**src/fcc_defs.svh**
```systemverilog
`ifndef FCC_DEFS_SVH
`define FCC_DEFS_SVH

`define FCC_OFS_CMD       12'h008
`define FCC_OFS_ADDR      12'h000
`define FCC_OFS_DATA      12'h004
`define FCC_OFS_RAW       12'h00C
`define FCC_OFS_MASK      12'h010
`define FCC_OFS_MISC      12'h014

`define FCC_KEY_VALUE     16'hA442
`define FCC_KEY_HI        31
`define FCC_KEY_LO        16
`define FCC_BIT_WRITE     0
`define FCC_BIT_PAGE      1
`define FCC_BIT_MASS      2
`define FCC_BIT_COMMIT    3
`define FCC_BIT_PDONE     1

`define FCC_CLK_MHZ       200
`define FCC_T_WORD_US     50
`define FCC_T_COMMIT_US   50
`define FCC_T_PAGE_MS     25
`define FCC_T_MASS_MS     250
`define FCC_CYC_WORD      (`FCC_T_WORD_US * `FCC_CLK_MHZ)
`define FCC_CYC_COMMIT    (`FCC_T_COMMIT_US * `FCC_CLK_MHZ)
`define FCC_CYC_PAGE      (`FCC_T_PAGE_MS * 1000 * `FCC_CLK_MHZ)
`define FCC_CYC_MASS      (`FCC_T_MASS_MS * 1000 * `FCC_CLK_MHZ)

`endif

```
**src/fcc_pkg.sv**
```systemverilog
package fcc_pkg;
  typedef enum logic [4:0] {
    FCC_IDLE   = 5'b00001,
    FCC_WORD   = 5'b00010,
    FCC_PAGE   = 5'b00100,
    FCC_MASS   = 5'b01000,
    FCC_COMMIT = 5'b10000
  } fcc_op_t;
endpackage : fcc_pkg

```
**src/fcc_arr_if.sv**
```systemverilog
`timescale 1ns/1ps
interface fcc_arr_if;
  logic        start;
  logic [3:0]  op;
  logic [31:0] addr;
  logic [31:0] data;
  logic        busy;
  logic        done;
  modport ctrl (output start, output op, output addr, output data,
                input busy, input done);
  modport seq  (input start, input op, input addr, input data,
                output busy, output done);
endinterface : fcc_arr_if

```
**src/fcc_timer.sv**
```systemverilog
`timescale 1ns/1ps
`include "fcc_defs.svh"
module fcc_timer
  import fcc_pkg::*;
#(
  parameter logic [31:0] CYC_WORD   = `FCC_CYC_WORD,
  parameter logic [31:0] CYC_PAGE   = `FCC_CYC_PAGE,
  parameter logic [31:0] CYC_MASS   = `FCC_CYC_MASS,
  parameter logic [31:0] CYC_COMMIT = `FCC_CYC_COMMIT
) (
  input wire logic clock,
  input wire logic rst_n,
  fcc_arr_if.seq   arr
);
  typedef struct packed {
    fcc_op_t     st;
    logic [31:0] cnt;
    logic        done;
  } fcc_tmr_t;

  fcc_tmr_t s_r;
  fcc_tmr_t s_nxt;

  always_comb begin
    s_nxt      = s_r;
    s_nxt.done = 1'b0;
    unique case (s_r.st)
      FCC_IDLE: begin
        if (arr.start) begin
          s_nxt.cnt = 32'h1;
          if (arr.op[`FCC_BIT_COMMIT]) s_nxt.st = FCC_COMMIT;
          else if (arr.op[`FCC_BIT_MASS]) s_nxt.st = FCC_MASS;
          else if (arr.op[`FCC_BIT_PAGE]) s_nxt.st = FCC_PAGE;
          else s_nxt.st = FCC_WORD;
        end
      end
      FCC_WORD, FCC_PAGE, FCC_MASS, FCC_COMMIT: begin
        s_nxt.cnt = s_r.cnt + 32'h1;
        // start and clear latency take two cycles of the budget
        if ((s_r.st == FCC_WORD && s_r.cnt >= CYC_WORD - 32'h2) ||
            (s_r.st == FCC_PAGE && s_r.cnt >= CYC_PAGE - 32'h2) ||
            (s_r.st == FCC_MASS && s_r.cnt >= CYC_MASS - 32'h2) ||
            (s_r.st == FCC_COMMIT && s_r.cnt >= CYC_COMMIT - 32'h2)) begin
          s_nxt.st   = FCC_IDLE;
          s_nxt.cnt  = 32'h0;
          s_nxt.done = 1'b1;
        end
      end
      default: s_nxt.st = FCC_IDLE;
    endcase
  end

  always_ff @(posedge clock or negedge rst_n) begin
    if (!rst_n) begin
      s_r <= '{st: FCC_IDLE, cnt: 32'h0, done: 1'b0};
    end else begin
      s_r <= s_nxt;
    end
  end

  assign arr.busy = (s_r.st != FCC_IDLE);
  assign arr.done = s_r.done;
endmodule : fcc_timer

```
**src/fcc_top.sv**
```systemverilog
// Added by the designer: the placing of the registers and register access over AXI4-Lite.
`timescale 1ns/1ps
`include "fcc_defs.svh"
module fcc_top
  import fcc_pkg::*;
#(
  parameter logic [31:0] CYC_WORD   = `FCC_CYC_WORD,
  parameter logic [31:0] CYC_PAGE   = `FCC_CYC_PAGE,
  parameter logic [31:0] CYC_MASS   = `FCC_CYC_MASS,
  parameter logic [31:0] CYC_COMMIT = `FCC_CYC_COMMIT
) (
  input  wire logic        clock,
  input  wire logic        rst_n,
  input  wire logic [11:0] s_axi_awaddr,
  input  wire logic        s_axi_awvalid,
  output logic             s_axi_awready,
  input  wire logic [31:0] s_axi_wdata,
  input  wire logic [3:0]  s_axi_wstrb,
  input  wire logic        s_axi_wvalid,
  output logic             s_axi_wready,
  output logic [1:0]       s_axi_bresp,
  output logic             s_axi_bvalid,
  input  wire logic        s_axi_bready,
  input  wire logic [11:0] s_axi_araddr,
  input  wire logic        s_axi_arvalid,
  output logic             s_axi_arready,
  output logic [31:0]      s_axi_rdata,
  output logic [1:0]       s_axi_rresp,
  output logic             s_axi_rvalid,
  input  wire logic        s_axi_rready,
  output logic             irq,
  output logic             arr_start,
  output logic [3:0]       arr_op,
  output logic [31:0]      arr_addr,
  output logic [31:0]      arr_data
);
  typedef struct packed {
    logic        aw_got;
    logic [11:0] aw_addr;
    logic        w_got;
    logic [31:0] w_data;
    logic [3:0]  w_strb;
    logic        bvalid;
    logic [1:0]  bresp;
    logic        rvalid;
    logic [31:0] rdata;
    logic [1:0]  rresp;
    logic [31:0] addr;
    logic [31:0] data;
    logic [3:0]  cmd;
    logic        start;
    logic        pdone;
    logic        pmask;
  } fcc_regs_t;

  fcc_regs_t s_r;
  fcc_regs_t s_nxt;
  fcc_arr_if arr ();

  function automatic logic [31:0] strb_merge(input logic [31:0] old,
                                             input logic [31:0] nw,
                                             input logic [3:0]  be);
    logic [31:0] res;
    res = old;
    for (int i = 0; i < 4; i++) begin
      if (be[i]) res[i*8 +: 8] = nw[i*8 +: 8];
    end
    return res;
  endfunction : strb_merge

  function automatic logic mapped(input logic [11:0] a);
    mapped = (a == `FCC_OFS_ADDR) || (a == `FCC_OFS_DATA) ||
             (a == `FCC_OFS_CMD)  || (a == `FCC_OFS_RAW)  ||
             (a == `FCC_OFS_MASK) || (a == `FCC_OFS_MISC);
  endfunction : mapped

  fcc_timer #(
    .CYC_WORD   (CYC_WORD),
    .CYC_PAGE   (CYC_PAGE),
    .CYC_MASS   (CYC_MASS),
    .CYC_COMMIT (CYC_COMMIT)
  ) u_timer (
    .clock (clock),
    .rst_n (rst_n),
    .arr   (arr.seq)
  );

  assign arr.start = s_r.start;
  assign arr.op    = s_r.cmd;
  assign arr.addr  = s_r.addr;
  assign arr.data  = s_r.data;

  logic        do_wr;
  logic [11:0] wa;
  logic [31:0] wd;
  logic        key_ok;
  logic [3:0]  new_cmd;
  logic        clr_pdone;
  logic [31:0] rd;

  assign wa     = s_r.aw_got ? s_r.aw_addr : s_axi_awaddr;
  assign wd     = s_r.w_got ? s_r.w_data : s_axi_wdata;
  assign do_wr  = (s_r.aw_got || s_axi_awvalid) &&
                  (s_r.w_got || s_axi_wvalid) && !s_r.bvalid;
  assign key_ok = (wd[`FCC_KEY_HI:`FCC_KEY_LO] == `FCC_KEY_VALUE)
                  && (s_r.w_got ? (&s_r.w_strb) : (&s_axi_wstrb));
  assign new_cmd = wd[3:0];
  assign clr_pdone = do_wr && (wa == `FCC_OFS_MISC)
                     && wd[`FCC_BIT_PDONE];

  always_comb begin
    rd = 32'h0;
    if (s_axi_araddr == `FCC_OFS_ADDR) rd = s_r.addr;
    else if (s_axi_araddr == `FCC_OFS_DATA) rd = s_r.data;
    else if (s_axi_araddr == `FCC_OFS_CMD)
      rd = {16'h0, 12'h0, s_r.cmd};
    else if (s_axi_araddr == `FCC_OFS_RAW)
      rd = {30'h0, s_r.pdone, 1'b0};
    else if (s_axi_araddr == `FCC_OFS_MASK)
      rd = {30'h0, s_r.pmask, 1'b0};
    else if (s_axi_araddr == `FCC_OFS_MISC)
      rd = {30'h0, s_r.pdone & s_r.pmask, 1'b0};
  end

  always_comb begin
    s_nxt       = s_r;
    s_nxt.start = 1'b0;
    if (s_axi_awvalid && s_axi_awready && !do_wr) begin
      s_nxt.aw_got  = 1'b1;
      s_nxt.aw_addr = s_axi_awaddr;
    end
    if (s_axi_wvalid && s_axi_wready && !do_wr) begin
      s_nxt.w_got  = 1'b1;
      s_nxt.w_data = s_axi_wdata;
      s_nxt.w_strb = s_axi_wstrb;
    end
    if (do_wr) begin
      s_nxt.aw_got = 1'b0;
      s_nxt.w_got  = 1'b0;
      s_nxt.bvalid = 1'b1;
      s_nxt.bresp  = mapped(wa) ? 2'h0 : 2'h2;
      if (wa == `FCC_OFS_ADDR && !arr.busy)
        s_nxt.addr = strb_merge(s_r.addr, wd,
                                s_r.w_got ? s_r.w_strb : s_axi_wstrb);
      if (wa == `FCC_OFS_DATA && !arr.busy)
        s_nxt.data = strb_merge(s_r.data, wd,
                                s_r.w_got ? s_r.w_strb : s_axi_wstrb);
      if (wa == `FCC_OFS_MASK)
        s_nxt.pmask = wd[`FCC_BIT_PDONE];
      if (wa == `FCC_OFS_CMD && key_ok && (new_cmd != 4'h0)
          && s_r.cmd == 4'h0 && !arr.busy) begin
        // highest bit wins if several are set at once
        if (new_cmd[`FCC_BIT_COMMIT])
          s_nxt.cmd = 4'b1000;
        else if (new_cmd[`FCC_BIT_MASS])
          s_nxt.cmd = 4'b0100;
        else if (new_cmd[`FCC_BIT_PAGE])
          s_nxt.cmd = 4'b0010;
        else
          s_nxt.cmd = 4'b0001;
        s_nxt.start = 1'b1;
      end
    end
    if (s_r.bvalid && s_axi_bready) s_nxt.bvalid = 1'b0;
    if (s_axi_arvalid && !s_r.rvalid) begin
      s_nxt.rvalid = 1'b1;
      s_nxt.rdata  = rd;
      s_nxt.rresp  = mapped(s_axi_araddr) ? 2'h0 : 2'h2;
    end else if (s_r.rvalid && s_axi_rready) begin
      s_nxt.rvalid = 1'b0;
    end
    if (clr_pdone) s_nxt.pdone = 1'b0;
    if (arr.done) begin
      s_nxt.cmd = 4'h0;
      if (!s_r.cmd[`FCC_BIT_COMMIT])
        s_nxt.pdone = 1'b1;
    end
  end

  always_ff @(posedge clock or negedge rst_n) begin
    if (!rst_n) begin
      s_r <= '0;
    end else begin
      s_r <= s_nxt;
    end
  end

  assign s_axi_awready = !s_r.aw_got && !s_r.bvalid;
  assign s_axi_wready  = !s_r.w_got && !s_r.bvalid;
  assign s_axi_bvalid  = s_r.bvalid;
  assign s_axi_bresp   = s_r.bresp;
  assign s_axi_arready = !s_r.rvalid;
  assign s_axi_rvalid  = s_r.rvalid;
  assign s_axi_rdata   = s_r.rdata;
  assign s_axi_rresp   = s_r.rresp;
  assign irq           = s_r.pdone & s_r.pmask;
  assign arr_start     = s_r.start;
  assign arr_op        = s_r.cmd;
  assign arr_addr      = s_r.addr;
  assign arr_data      = s_r.data;
endmodule : fcc_top
```
**config.mk**
```make
export PLATFORM = sky130hd
export DESIGN_NAME = fcc_top
export DESIGN_NICKNAME = d
export VERILOG_FILES = /design/src/fcc_pkg.sv /design/src/fcc_arr_if.sv /design/src/fcc_timer.sv /design/src/fcc_top.sv
export VERILOG_INCLUDE_DIRS = /design/src
export SDC_FILE = /design/constraint.sdc
export NUM_CORES = 1
export LEC_CHECK = 0
export BUFFER_PORTS_ARGS = -buffer_cell sky130_fd_sc_hd__buf_2
export CORE_UTILIZATION = 55
export DETAILED_ROUTE_END_ITERATION = 6
export PLACE_DENSITY = 0.78
export SLEW_MARGIN = 5
export SYNTH_ARGS = -nofsm -noshare
export SYNTH_HDL_FRONTEND = slang
export SYNTH_SLANG_ARGS = --single-unit
export TNS_END_PERCENT = 50
```
**constraint.sdc**
```tcl
create_clock -name clock -period 2.58 [get_ports clock]
set_input_delay 0.387 -clock clock [delete_from_list [all_inputs] [get_ports clock]]
set_output_delay 0.387 -clock clock [all_outputs]
set_load 0.05 [all_outputs]
```
==> out/metrics.cfg <==
[hold_path]
hold_class=in2reg
min_from=s_axi_bready

[synth]
syn_avg_cell_area_um2=11.1
synth_warnings=0
ys_seq_area_share_pct=47.1
ys_ff_latch=195
synth-edff-count=0
async_flop_share_pct=100
synth_flop_cell=dfrtp_1
synth_cells=931
synth_area_um2=10400
synth_cell_type_count=73

[floorplanning]
rows=49
core_area_um2=18200
fp.dieH_um=139
die_x_um=139
die_area_um2=19400
pin_count=178
initial_utilization_pct=56.9

[cells_and_area]
fillers=1373
final_cell_area_um2=11600
area.growth.synth_to_final_pct=11.5
drive_above_1_share_pct=42.9
nets=1087
seqCellArea_um2=4880
multi_input_comb_area_um2=4420

[cts]
clkLatencyLatePin_ns=0.45
clock_path_buffers=2
htreeDepth=4
cts_tree=built
clk_transition_reported_paths_ns=0.08
cts_sinks=195
numCtsBuffers=17
root_buffer=clkbuf_16

[global_routing]
grt_use_met3_pct=5.37
grt_pass1_vias=7171
grt_overflow_total=0
use_met2_pct=39.1
antenna_found_initial=1
grt_pass1_wl_um=37800
busiest_layer=met2
grt_max_degree=76
grt_use_total_pct=24.8
use_met1_pct=33.7

[power_and_ir_drop]
clkPwrFrac_pct=31.9
seq_power_share_pct=45.1
p_per_area_nw_per_um2=736
power_frac_comb_pct=23.0
cellLeakagePower_nw=5.52
ir_drop_uv=661
switching_power_mw=2.72
switching_share_pct=31.9
intPower_mw=5.79

[worst_setup_path]
worstReg2RegStart=u_timer.s_r[29]$_DFFE_PN0P_
crit_chain=nor4_2 > nand3_1 > a21o_1 > a41oi_1 > o211ai_4 > buf_4 > nor4_2 > a21o_1
worst_ep_arrival_time_ns=2.78
worstPathRequired_ns=2.95
crit_path_max_incr_delay_ns=0.41
end_kind=register
crit_path_start_kind=register
path_max_fanout=16
rrSetupSlack_ns=0.17
slowest_stage=dfrtp_1
critPathKind=reg2reg
cp-startpoint=u_timer.s_r[29]$_DFFE_PN0P_

[routing]
ant_nets=0
wire_per_inst_um=18.3
vias_per_cell=5.80
vias=7309
wl_um=23100
drt_iter0_drc=542
drc=0
drt_first_pass_iters=5

[timing]
period_needed_ns=2.41
hold_viol=0
finalSetupTns_ns=0
grt_setup_unrepaired=false
skew_ns=0.0138
max_freq_mhz=415
fin_crit_sh_pct=93.3
slew_violations=0
finalSetupViolCount=0
slew_headroom_pct=47.6
worst_pin_slew_ns=0.763

[placed_design]
io_buffers=175
hpwl_um=16500
placed_area_um2=10900
finalWeightedCongestion=0.853

[flow_run]
drv_cap=0

[run_status]
outcome=finished clean

[final cells by class]
cell class	instances	share of cell area [%]
Tap cell	229	2.48
Timing Repair Buffer	218	11.0
Clock inverter	14	1.59
Antenna cell	1	0.0217
Inverter	19	0.617
Multi-Input combinational cell	567	38.2
Clock buffer	18	3.80
Sequential cell	195	42.3
[Yosys cell counts (7+ instances only)]
cell type  instances  share of area (%)
mux2i_1           10               0.97
a21o_1             8               0.58
and3_1             7               0.42
clkbuf_1          19               0.69
inv_1             18               0.65
mux2_2           138                 15
nand3_1           18               0.87
buf_2             20               0.97
nor2_1            44                1.6
a21oi_1           19               0.92
a22oi_1           28                2.0
xor2_1            13                1.1
nor3_1            18               0.87
xnor2_1            7               0.59
o21ai_0           41                2.0
nand2_1           69                2.5
a21oi_2           18                1.5
nand4_1            9               0.54
nor4_4             8                1.6
nor4_1            12               0.72
o21ai_1            9               0.43
dfrtp_1          194                 47
buf_4            105                7.6
[worst max-delay path, delay by kind of cell, from the launching register on]
kind / cells / cell delay, ns
and+or+nand+nor: 3 / 0.80
buffers and inverters: 1 / 0.21
AOI/OAI and AO/OA: 4 / 0.93
DFF: 1 / 0.41
[placed cells by master, fill, tap and decap left out, drive strengths merged, types with 19 or more instances in the layout]
cell type,count
nor3,19
o21ai,50
nand2,69
clkbuf,19
a22oi,28
inv,26
nor4,24
dfrtp,194
mux2,139
nor2,45
buf,216
a21oi,37
[state kept, by name, indices dropped and copies added, names as in the netlist]
signal	cells
s_axi_rresp	1
s_axi_bvalid	1
s_axi_bresp	1
arr_addr	32
s_axi_rdata	32
arr_start	1
arr_op	4
s_axi_rvalid	1
arr_data	32
s_r	52
u_timer.arr.done	1
u_timer.s_r	37
[kinds of logic (layout without fill, tap and decap cells)]
| kind of cell | Yosys count | in the layout | synth area share, % |
|---|---|---|---|
| AOI/OAI and AO/OA | 164 | 164 | 11.2 |
| buffers and inverters | 170 | 269 | 10.6 |
| other | 1 | 3 | 0.0362 |
| adders and majority gates | 2 | 2 | 0.241 |
| xor gates and xnor gates | 20 | 20 | 1.69 |
| muxes | 149 | 149 | 16.1 |
| and+or+nand+nor | 230 | 230 | 13.0 |
| DFF | 195 | 195 | 47.1 |
[power groups by stage]
stage / clock, mW / combinational (mW) / sequential, mW
after floorplan: 0 / 1.52 / 3.76
after global placement: 0 / 1.90 / 3.85
after detailed placement: 0 / 1.95 / 3.89
after CTS: 2.76 / 1.96 / 3.83
after global routing: 2.88 / 2.10 / 3.89
final: 2.72 / 1.96 / 3.83
[layer usage]
layer	vias up	wire [um]
met1	3639	10300
met5	-	10
met4	2	465
li1	3391	-
met3	31	1370
met2	246	11000
[through the flow]
stage	instances	power [mW]	hold WS (ns)	util, %	setup slack [ns]
floorplan	932	5.28	0.0914	-	0.336
global placement	1223	5.75	0.456	59.8	0.252
detailed placement	1223	5.84	0.457	59.8	0.205
CTS	1256	8.55	0.110	63.2	0.188
global route	1260	8.87	0.120	63.4	0.00745
finish	1261	8.51	0.116	63.5	0.172
[path summary, 6_finish.rpt]
path,to,cells after the start
min in group asynchronous,s_r[120]$_DFFE_PN0P_,2
worst max register to register,u_timer.s_r[4]$_DFFE_PN0P_,8
worst min register to register,s_axi_rdata[7]$_DFFE_PN0P_,2
worst max-delay path,u_timer.s_r[4]$_DFFE_PN0P_,8
max in group asynchronous,arr_addr[24]$_DFFE_PN0P_,3
worst min-delay path,s_axi_bvalid$_DFFE_PN0P_,2
[what timing repair did]
| item | in CTS | in global routing |
|---|---|---|
| hold buffers | 1 | 0 |
| setup buffers | 0 | 4 |
| gates resized for setup | 0 | 1 |
| hold endpoints to repair | 21 | 0 |
| setup endpoints to repair | 0 | 2 |
No activity file was read; power rests on OpenSTA's default activity.
